<file path="config.mk">
export PLATFORM = sky130hd
export DESIGN_NAME = cbt_top
export DESIGN_NICKNAME = d
export VERILOG_FILES = /design/src/common/cbt_pkg.sv /design/src/hw/cbt_top.sv
export SDC_FILE = /design/constraint.sdc
export NUM_CORES = 1
export LEC_CHECK = 0
export BUFFER_PORTS_ARGS = -buffer_cell sky130_fd_sc_hd__clkbuf_2
export CAP_MARGIN = 20
export CORE_MARGIN = 3
export CORE_UTILIZATION = 61
export DETAILED_ROUTE_END_ITERATION = 12
export GPL_TIMING_DRIVEN = 0
export PLACE_DENSITY = 0.91
export SYNTH_ARGS = -nofsm -noshare
export SYNTH_HDL_FRONTEND = slang
export SYNTH_SLANG_ARGS = --single-unit
</file>
<file path="constraint.sdc">
create_clock -name CLK_SYS -period 10.7 [get_ports CLK_SYS]
set_clock_uncertainty 0.05 [all_clocks]
set_input_delay 2.14 -clock CLK_SYS [delete_from_list [all_inputs] [get_ports CLK_SYS]]
set_output_delay 2.14 -clock CLK_SYS [all_outputs]
set_load 0.005 [all_outputs]
</file>
<file path="src/common/cbt_pkg.sv">
// package: constants, register map and carrier types of the bit timing / error status block
package cbt_pkg;
   // register byte offsets on the avalon slave
   localparam logic [4:0] OFF_BTC = 5'h00; // bit_timing_config
   localparam logic [4:0] OFF_ESF = 5'h04; // error_status_flags
   localparam logic [4:0] OFF_CTRL = 5'h08; // control: config change, auto recovery, soft reset
   localparam logic [4:0] OFF_IST = 5'h0C; // interrupt status, write one to clear
   localparam logic [4:0] OFF_IMK = 5'h10; // interrupt mask
   // bit_timing_config fields
   localparam int BRP_LSB = 16; // quantum_prescaler 23:16
   localparam int SJW_LSB = 8; // resync_jump_width 9:8
   localparam int TS1_LSB = 3; // first_time_segment 6:3
   localparam int TS2_LSB = 0; // second_time_segment 2:0
   localparam logic [31:0] BTC_WMASK = 32'h00FF_037F; // writable bits
   localparam logic [31:0] BTC_RESET = 32'h0000_0000; // value after reset
   // error_status_flags fields
   localparam int FE_BIT = 24; // form_error_flag
   localparam int BE_BIT = 23; // bit_error_flag
   localparam int SA1_BIT = 22; // stuck_dominant_flag
   localparam int BO_BIT = 18; // bus_off_flag
   // control fields
   localparam int CCR_BIT = 0; // config_change_request
   localparam int ABO_BIT = 1; // automatic_recovery_enable
   localparam int SRST_BIT = 2; // soft reset, self clearing
   // interrupt status / mask fields
   localparam int IRQ_FE = 0; // form error captured
   localparam int IRQ_BE = 1; // bit error captured
   localparam int IRQ_BO = 2; // bus-off entered
   localparam int IRQ_W = 3; // interrupt bits
   // timing constants
   localparam logic [1:0] MCLK_DIV_M1 = 2'h3; // module clock is system clock / 4
   localparam logic [3:0] REC_RUN_M1 = 4'hA; // 11 recessive bits per sequence
   localparam logic [6:0] REC_SEQ_M1 = 7'h7F; // 128 sequences to recover
   localparam int TEC_W = 9; // counter width, bit 8 means 256 reached
   // bit segment state
   typedef enum logic [1:0] {SEG_SYNC, SEG_ONE, SEG_TWO} cbt_seg_t;
   // avalon request from the master
   typedef struct packed {
      logic read;
      logic write;
      logic [4:0] address;
      logic [31:0] writedata;
   } cbt_avs_req_t;
   // per-bit information from the frame engine
   typedef struct packed {
      logic tx_active; // node is transmitting
      logic tx_bit; // bit being sent, 1 recessive
      logic in_arb; // arbitration field in progress
      logic form_err; // fixed-form field had wrong level, pulse
   } cbt_frame_t;
   // whole state of the block
   typedef struct packed {
      logic [1:0] rx_meta; // pin synchroniser
      logic rx_prev; // previous synced level
      logic ack; // bus answer phase
      logic [31:0] rdata; // read data
      logic [31:0] btc; // bit_timing_config
      logic config_change_request; // config_change_request
      logic automatic_recovery_enable; // automatic_recovery_enable
      logic fe; // form_error_flag
      logic be; // bit_error_flag
      logic sa1; // stuck_dominant_flag
      logic bus_off; // bus_off_flag
      logic [IRQ_W-1:0] ist; // interrupt status
      logic [IRQ_W-1:0] imk; // interrupt mask
      logic [1:0] mclk; // module clock divider
      logic [7:0] tq; // prescaler count
      cbt_seg_t seg; // segment of the bit
      logic [4:0] q; // quanta into segment
      logic [4:0] len1; // first segment length incl. resync
      logic rx_bit; // level at last sample point
      logic sample; // sample point pulse
      logic bit_start; // bit start pulse
      logic [3:0] run; // recessive run in bus-off
      logic [6:0] seqs; // finished recessive sequences
      logic clr_cnt; // error counter clear pulse
      logic tx_pin; // registered transmit level
   } cbt_state_t;
endpackage

</file>
<file path="src/hw/cbt_top.sv">
// bit timing engine with error and status capture and avalon register slave
module cbt_top
   import cbt_pkg::*;
(
   input wire logic CLK_SYS, // 50 MHz system clock
   input wire logic RST_N, // asynchronous reset, active low
   input wire cbt_pkg::cbt_avs_req_t AVS_REQ, // avalon request
   output logic [31:0] AVS_READDATA, // avalon read data
   output logic AVS_WAITREQUEST, // avalon wait request
   input wire logic CAN_RX, // bus receive pin
   output logic CAN_TX, // bus transmit pin, 1 recessive
   input wire cbt_pkg::cbt_frame_t FRAME, // frame engine bit info
   input wire logic [cbt_pkg::TEC_W-1:0] TX_ERR_COUNT, // transmit_error_counter
   output logic RX_BIT, // level at last sample point
   output logic SAMPLE_PULSE, // one cycle at sample point
   output logic BIT_START, // one cycle at bit start
   output logic BUS_OFF, // bus-off state
   output logic CLR_ERR_CNT, // one cycle pulse clearing counters
   output logic IRQ // level interrupt
);
   import cbt_pkg::*;

   // the whole block state lives in one packed struct so that reset,
   // soft reset and the next-state logic all see the same field list
   cbt_state_t s_reg; // registered state
   cbt_state_t s_next; // next state

   logic rx_s; // synced bus level
   logic mtick; // module clock tick
   logic qtick; // time quantum tick
   logic fall; // recessive to dominant edge
   logic [4:0] len1; // effective first segment
   logic [4:0] len2; // effective second segment
   logic [4:0] resync_jump_width; // jump width after cap
   logic [4:0] rem2; // quanta left in segment two
   logic [4:0] ext; // segment one lengthening
   logic hit_btc, hit_esf, hit_ctrl, hit_ist, hit_imk; // address decode
   logic wr; // write takes effect
   logic soft_rst; // soft reset pulse
   logic [31:0] wd; // write data
   logic fe_clr, be_clr; // flag acknowledge
   logic frozen; // a captured flag remains
   logic fe_set, be_set; // new error capture
   logic bit_err; // readback mismatch
   logic bo_enter, bo_leave; // bus-off transitions
   logic [31:0] rd; // read mux

   // synced pin, derived lengths and decode
   // lengths are taken live from the timing register; segment one is
   // latched at the sync quantum so that a write mid-bit cannot cut the
   // bit already in progress short below its sample point unless a resync edge in segment one reloads it from the live field
   always_comb begin
      rx_s = s_reg.rx_meta[1];
      fall = s_reg.rx_prev & ~rx_s;
      len1 = 5'(s_reg.btc[TS1_LSB +: 4]) + 5'd1;
      len2 = 5'(s_reg.btc[TS2_LSB +: 3]) + 5'd1;
      // jump width is capped by segment two and by 4 quanta
      resync_jump_width = 5'(s_reg.btc[SJW_LSB +: 2]) + 5'd1;
      if (resync_jump_width > len2) begin
         resync_jump_width = len2;
      end
      mtick = (s_reg.mclk == MCLK_DIV_M1);
      qtick = mtick & (s_reg.tq == s_reg.btc[BRP_LSB +: 8]);
      rem2 = len2 - s_reg.q;
      ext = (s_reg.q + 5'd1 < resync_jump_width) ? s_reg.q + 5'd1 : resync_jump_width;
      hit_btc = (AVS_REQ.address == OFF_BTC);
      hit_esf = (AVS_REQ.address == OFF_ESF);
      hit_ctrl = (AVS_REQ.address == OFF_CTRL);
      hit_ist = (AVS_REQ.address == OFF_IST);
      hit_imk = (AVS_REQ.address == OFF_IMK);
      wr = AVS_REQ.write & s_reg.ack;
      wd = AVS_REQ.writedata;
      soft_rst = wr & hit_ctrl & wd[SRST_BIT];
      fe_clr = wr & hit_esf & wd[FE_BIT];
      be_clr = wr & hit_esf & wd[BE_BIT];
   end

   // error capture conditions
   // only form and bit errors are captured here; the stuck flag is a level
   // indicator and neither freezes nor is frozen by the other flags
   always_comb begin
      // a flag still standing after this cycle's acknowledge blocks any new capture
      frozen = (s_reg.fe & ~fe_clr) | (s_reg.be & ~be_clr);
      // dominant sent but recessive read in arbitration; any mismatch elsewhere
      bit_err = s_reg.sample & FRAME.tx_active & ~s_reg.bus_off
         & (FRAME.in_arb ? (~FRAME.tx_bit & s_reg.rx_bit)
            : (FRAME.tx_bit != s_reg.rx_bit));
      fe_set = FRAME.form_err & ~frozen;
      be_set = bit_err & ~frozen & ~FRAME.form_err;
      bo_enter = ~s_reg.bus_off & TX_ERR_COUNT[TEC_W-1];
      bo_leave = s_reg.bus_off & ((wr & hit_ctrl & s_reg.config_change_request & ~wd[CCR_BIT])
         | (s_reg.automatic_recovery_enable & s_reg.sample & s_reg.rx_bit
            & (s_reg.run == REC_RUN_M1) & (s_reg.seqs == REC_SEQ_M1)));
   end

   // read data multiplexer, reserved and unmapped bits read zero
   always_comb begin
      rd = 32'h0000_0000;
      if (hit_btc) begin
         rd = s_reg.btc;
      end else if (hit_esf) begin
         rd[FE_BIT] = s_reg.fe;
         rd[BE_BIT] = s_reg.be;
         rd[SA1_BIT] = s_reg.sa1;
         rd[BO_BIT] = s_reg.bus_off;
      end else if (hit_ctrl) begin
         rd[CCR_BIT] = s_reg.config_change_request;
         rd[ABO_BIT] = s_reg.automatic_recovery_enable;
      end else if (hit_ist) begin
         rd[IRQ_W-1:0] = s_reg.ist;
      end else if (hit_imk) begin
         rd[IRQ_W-1:0] = s_reg.imk;
      end
   end

   // next state
   always_comb begin
      s_next = s_reg;
      // two flops before anything reads the pin
      s_next.rx_meta = {s_reg.rx_meta[0], CAN_RX};
      s_next.rx_prev = rx_s;
      s_next.sample = 1'b0;
      s_next.bit_start = 1'b0;
      s_next.clr_cnt = 1'b0;

      // avalon: one wait cycle, read data captured in it
      s_next.ack = (AVS_REQ.read | AVS_REQ.write) & ~s_reg.ack;
      if (AVS_REQ.read & ~s_reg.ack) begin
         s_next.rdata = rd;
      end
      if (wr & hit_btc) begin
         s_next.btc = wd & BTC_WMASK;
      end
      if (wr & hit_ctrl) begin
         s_next.config_change_request = wd[CCR_BIT];
         s_next.automatic_recovery_enable = wd[ABO_BIT];
      end
      if (wr & hit_imk) begin
         s_next.imk = wd[IRQ_W-1:0];
      end

      // module clock divider and quantum prescaler
      // the divider runs free; a quantum always ends on a module clock tick,
      // so a prescaler of zero gives the shortest quantum of four clocks
      s_next.mclk = s_reg.mclk + 2'd1;
      if (mtick) begin
         s_next.tq = qtick ? 8'h00 : s_reg.tq + 8'd1;
      end

      // bit segment sequencing
      if (qtick) begin
         unique case (s_reg.seg)
            SEG_SYNC: begin
               s_next.seg = SEG_ONE;
               s_next.q = 5'd0;
               s_next.len1 = len1;
            end
            SEG_ONE: begin
               s_next.q = s_reg.q + 5'd1;
               if (s_reg.q + 5'd1 >= s_reg.len1) begin
                  s_next.seg = SEG_TWO;
                  s_next.q = 5'd0;
                  s_next.sample = 1'b1;
                  s_next.rx_bit = rx_s;
               end
            end
            SEG_TWO: begin
               s_next.q = s_reg.q + 5'd1;
               if (s_reg.q + 5'd1 >= len2) begin
                  s_next.seg = SEG_SYNC;
                  s_next.q = 5'd0;
                  s_next.bit_start = 1'b1;
               end
            end
            // the fourth code of the segment field is never entered;
            // should it appear, restart the bit at the sync quantum
            default: begin
               s_next.seg = SEG_SYNC;
               s_next.q = 5'd0;
            end
         endcase
      end

      // resync on a falling edge: lengthen segment one or cut segment two short
      if (fall) begin
         if (s_reg.seg == SEG_ONE) begin
            s_next.len1 = len1 + ext;
         end else if (s_reg.seg == SEG_TWO) begin
            if (rem2 <= resync_jump_width) begin
               // edge counts as the sync quantum of the next bit
               s_next.seg = SEG_ONE;
               s_next.q = 5'd0;
               s_next.len1 = len1;
               s_next.tq = 8'h00;
               s_next.bit_start = 1'b1;
            end else begin
               s_next.q = s_reg.q + resync_jump_width;
            end
         end
      end

      // error flags: a set in the clearing cycle wins
      s_next.fe = (s_reg.fe & ~fe_clr) | fe_set;
      s_next.be = (s_reg.be & ~be_clr) | be_set;
      if (s_reg.sample & s_reg.rx_bit) begin
         s_next.sa1 = 1'b0;
      end

      // bus-off: count runs of 11 recessive samples
      // recovery uses the sample points of the local bit timing, so the
      // bus-off time scales with the programmed bit length
      if (s_reg.bus_off & s_reg.sample) begin
         if (!s_reg.rx_bit) begin
            s_next.run = 4'd0;
         end else if (s_reg.run == REC_RUN_M1) begin
            s_next.run = 4'd0;
            s_next.seqs = s_reg.seqs + 7'd1;
         end else begin
            s_next.run = s_reg.run + 4'd1;
         end
      end
      if (bo_enter) begin
         s_next.bus_off = 1'b1;
         s_next.sa1 = 1'b1;
         s_next.run = 4'd0;
         s_next.seqs = 7'd0;
      end else if (bo_leave) begin
         s_next.bus_off = 1'b0;
         s_next.clr_cnt = 1'b1;
      end

      // interrupt status, set wins over write-one clear
      s_next.ist = s_reg.ist & ~((wr & hit_ist) ? wd[IRQ_W-1:0] : {IRQ_W{1'b0}});
      s_next.ist[IRQ_FE] = s_next.ist[IRQ_FE] | fe_set;
      s_next.ist[IRQ_BE] = s_next.ist[IRQ_BE] | be_set;
      s_next.ist[IRQ_BO] = s_next.ist[IRQ_BO] | bo_enter;

      // transmit stays recessive while bus-off; no frame may be sent
      s_next.tx_pin = (FRAME.tx_active & ~s_reg.bus_off) ? FRAME.tx_bit : 1'b1;

      // soft reset returns timing and status to their reset values
      if (soft_rst) begin
         s_next.fe = 1'b0;
         s_next.be = 1'b0;
         s_next.sa1 = 1'b1;
         s_next.bus_off = 1'b0;
         s_next.seg = SEG_SYNC;
         s_next.q = 5'd0;
         s_next.tq = 8'h00;
         s_next.mclk = 2'd0;
         s_next.run = 4'd0;
         s_next.seqs = 7'd0;
         s_next.ist = {IRQ_W{1'b0}};
         s_next.config_change_request = 1'b0;
         s_next.automatic_recovery_enable = 1'b0;
         s_next.btc = BTC_RESET;
      end
   end

   // state register
   // reset values are constants only; the pin synchroniser resets to the
   // recessive level so that no false falling edge follows reset
   always_ff @(posedge CLK_SYS or negedge RST_N) begin
      if (!RST_N) begin
         s_reg <= '0;
         s_reg.rx_meta <= 2'b11;
         s_reg.rx_prev <= 1'b1;
         s_reg.btc <= BTC_RESET;
         s_reg.sa1 <= 1'b1;
         s_reg.seg <= SEG_SYNC;
         s_reg.rx_bit <= 1'b1;
         s_reg.tx_pin <= 1'b1;
      end else begin
         s_reg <= s_next;
      end
   end

   // outputs
   // wait request is combinational on the request so that every access,
   // read or write, sees exactly one wait cycle
   assign AVS_WAITREQUEST = (AVS_REQ.read | AVS_REQ.write) & ~s_reg.ack;
   assign AVS_READDATA = s_reg.rdata;
   assign CAN_TX = s_reg.tx_pin;
   assign RX_BIT = s_reg.rx_bit;
   assign SAMPLE_PULSE = s_reg.sample;
   assign BIT_START = s_reg.bit_start;
   assign BUS_OFF = s_reg.bus_off;
   assign CLR_ERR_CNT = s_reg.clr_cnt;
   assign IRQ = |(s_reg.ist & s_reg.imk);
endmodule // cbt_top

</file>
==> impl_metrics.env <==
export IMPL_outcome="finished, final reports clean"
export IMPL_cts_root_buf="clkbuf_8"
export IMPL_gr_total_overflow=0
export IMPL_gp_congestion=0.899
export IMPL_drc_errors=0
export IMPL_worst_setup_path_start_kind="flop"
export IMPL_cp_max_fo=7
export IMPL_clock_sinks=89
export IMPL_crit_type="flop to flop"
export IMPL_grt_max_degree=69
export IMPL_drive_above_1_share_pct=17.9
export IMPL_largest_register_ffs=63
export IMPL_worstMarginPinSlew_ps=674
export IMPL_start_util_pct=62.8
export IMPL_avgRoutedWirePerCell_um=16.0
export IMPL_nets=801
export IMPL_cts_resized=0
export IMPL_rsz0062_at_grt="false"
export IMPL_wirelength_um=13100
export IMPL_avgSynthCellArea_um2=8.90
export IMPL_synth_top_area_share_pct=37.7
export IMPL_clock_latency_ps=370
export IMPL_syn_to_final_growth_pct=12.8
export IMPL_grt_usage_pct=26.0
export IMPL_cts_htree_levels=3
export IMPL_core_mm2=0.00876
export IMPL_synth_ff_type="dfrtp_1"
export IMPL_cts_buffer_depth=2
export IMPL_cts_hold_buf=0
export IMPL_min_period_ps=5470
export IMPL_final_common_cell="nand2_1"
export IMPL_seq_area_frac_synth_pct=40.6
export IMPL_synth_cells=619
export IMPL_row_count=34
export IMPL_synth_edff_count=0
export IMPL_maxCapViolations=0
export IMPL_fin_util_pct=70.9
export IMPL_diodes=0
export IMPL_cts_tree="done"
export IMPL_grt_pass1_wl_um=21200
export IMPL_total_power_mw=1.19
export IMPL_vias_per_cell=5.80
export IMPL_cp_required_ps=10920
export IMPL_worst_setup_path_end_kind="flop"
export IMPL_fin_cells=816
export IMPL_post_route_period_util_pct=51.1
export IMPL_async_reset_ff_share_pct=100
export IMPL_portBuffers=57
export IMPL_cellPowerDensity_mw_per_mm2=191
export IMPL_hpwl_um=9890
export IMPL_grt_pass1_vias=4552
export IMPL_worst_slack_ps=5230
export IMPL_slew_headroom_pct=54.6
export IMPL_dieArea_mm2=0.0102
export IMPL_synth_area_leaders="dfrtp_1 (38%), ha_1 (9.1%), nand2_1 (7.2%)"
export IMPL_yosysTopAreaCell="dfrtp_1"
export IMPL_io_pins=95
export IMPL_antenna_found_initial=0
export IMPL_min_path_type="flop to flop"
export IMPL_mostFrequentLayoutCells="nand2_1 (105), dfrtp_1 (83), clkbuf_2 (56)"
export IMPL_vias=4730
export IMPL_drtIter0Drc=327
export IMPL_ys_ff_latch=89
export IMPL_post_cts_buffers=0
export IMPL_drtAntennaViolNets=0
export IMPL_ys_warn_count=0
export IMPL_synth_area_mm2=0.00551
export IMPL_finalHoldViolCount=0
export IMPL_slew_violations=0
export IMPL_finalSetupViolCount=0
export IMPL_die_y_um=101
export IMPL_tns_ps=0
export IMPL_yosysUniqueCellTypes=60
export IMPL_dpl_worst_slack_ps=5380
export IMPL_cts_buffers=9
export IMPL_irDropWorstVdd_mv=0.133
export IMPL_dp_cells=800
export IMPL_p_leak_nw=3.04
export IMPL_first_pass_iters=5
export IMPL_cp_data_arrival_time_ps=5680
export IMPL_clk_pin_slew_ps=100
export IMPL_die_w_um=101
export IMPL_max_freq_mhz=183
path summary, 6_finish.rpt:
| kind | from | endpoint | slack, ps | cells past startpoint |
|---|---|---|---|---|
| worst max register to register | s_reg[50] | s_reg[20] | 5230 | 21 |
| min in group asynchronous | RST_N | AVS_READDATA[6] | 1640 | 1 |
| max in group asynchronous | RST_N | s_next[117] | 8280 | 2 |
| worst min-delay path | s_next[117] | rx_s | 310 | 0 |
| worst max-delay path | s_reg[50] | s_reg[20] | 5230 | 21 |
| worst min register to register | s_next[117] | rx_s | 310 | 0 |
synthesized netlist by cell type, types with 3 or more instances:
| cell type | number |
|---|---|
| nand2_1 | 105 |
| buf_4 | 32 |
| dfstp_2 | 6 |
| a21oi_1 | 47 |
| mux2i_1 | 10 |
| nor2_1 | 41 |
| fa_1 | 3 |
| nand2b_1 | 9 |
| and3_1 | 9 |
| xor2_1 | 13 |
| xnor2_1 | 20 |
| o21ai_0 | 41 |
| a21o_1 | 6 |
| or3_1 | 3 |
| nor3_1 | 7 |
| nand4_1 | 7 |
| o211ai_1 | 3 |
| a31oi_1 | 4 |
| ha_1 | 40 |
| o22ai_1 | 5 |
| clkbuf_1 | 15 |
| nor2b_1 | 7 |
| buf_2 | 4 |
| nand3_1 | 21 |
| inv_1 | 28 |
| dfrtp_1 | 83 |
| a22oi_1 | 7 |
metal layers:
| metal | share of wire (%) | global-route usage, % | up-vias |
|---|---|---|---|
| met1 | 42 | 34.1 | 2259 |
| met4 | 2.3 | 9.61 | 0 |
| li1 | - | - | 2257 |
| met3 | 6.1 | 4.43 | 31 |
| met2 | 49 | 43.2 | 183 |
| met5 | 0 | 0 | - |
power by group:
group | switching [mW] | internal, mW
clock network | 0.138 | 0.0917
registers | 0.0688 | 0.393
logic | 0.283 | 0.212
total | 0.489 | 0.697
through the flow:
step                      hold slack (ps)  area (µm²)
after floorplan                       295        5560
after global placement                296        5980
after detailed placement              299        6010
after CTS                             313        6210
after global routing                  320        6210
final                                 313        6210
cell families (layout without fill, tap and decap cells):
family / count (synthesis) / after routing / share of synthesized area, %
XOR/XNOR: 33 / 33 / 5.25
AND/OR/NAND/NOR: 227 / 227 / 19.5
AO/OA/AOI/OAI: 133 / 133 / 14.3
multiplexers: 12 / 12 / 2.23
other: 2 / 17 / 0.136
adder cells (fa/ha/maj): 44 / 44 / 10.4
buffers and inverters: 79 / 153 / 7.66
flip-flops: 89 / 89 / 40.6
worst max-delay path: stages, from the launching register on:
cell	delay, ps
dfrtp_1	500
ha_1	370
inv_1	140
ha_1	270
nor2b_1	140
a2bb2oi_1	130
maj3_1	360
nand2_1	130
mux2i_1	450
ha_1	320
nor2b_1	130
o21a_1	170
o21ai_0	210
nand2_1	180
mux2_2	310
ha_1	220
fa_1	410
a21o_1	170
a21oi_1	180
xor2_1	110
a22o_1	210
a311oi_1	220
cell type report:
cell class / instances / area [µm²]
multi-input combinational: 466 / 2910
inverter: 28 / 105
fill: 665 / 2550
tap: 108 / 135
clock inverter: 7 / 72.6
sequential: 89 / 2230
clock buffer: 9 / 124
timing repair buffer: 58 / 315
buffer: 51 / 317
Power figures use the tool's default switching activity.
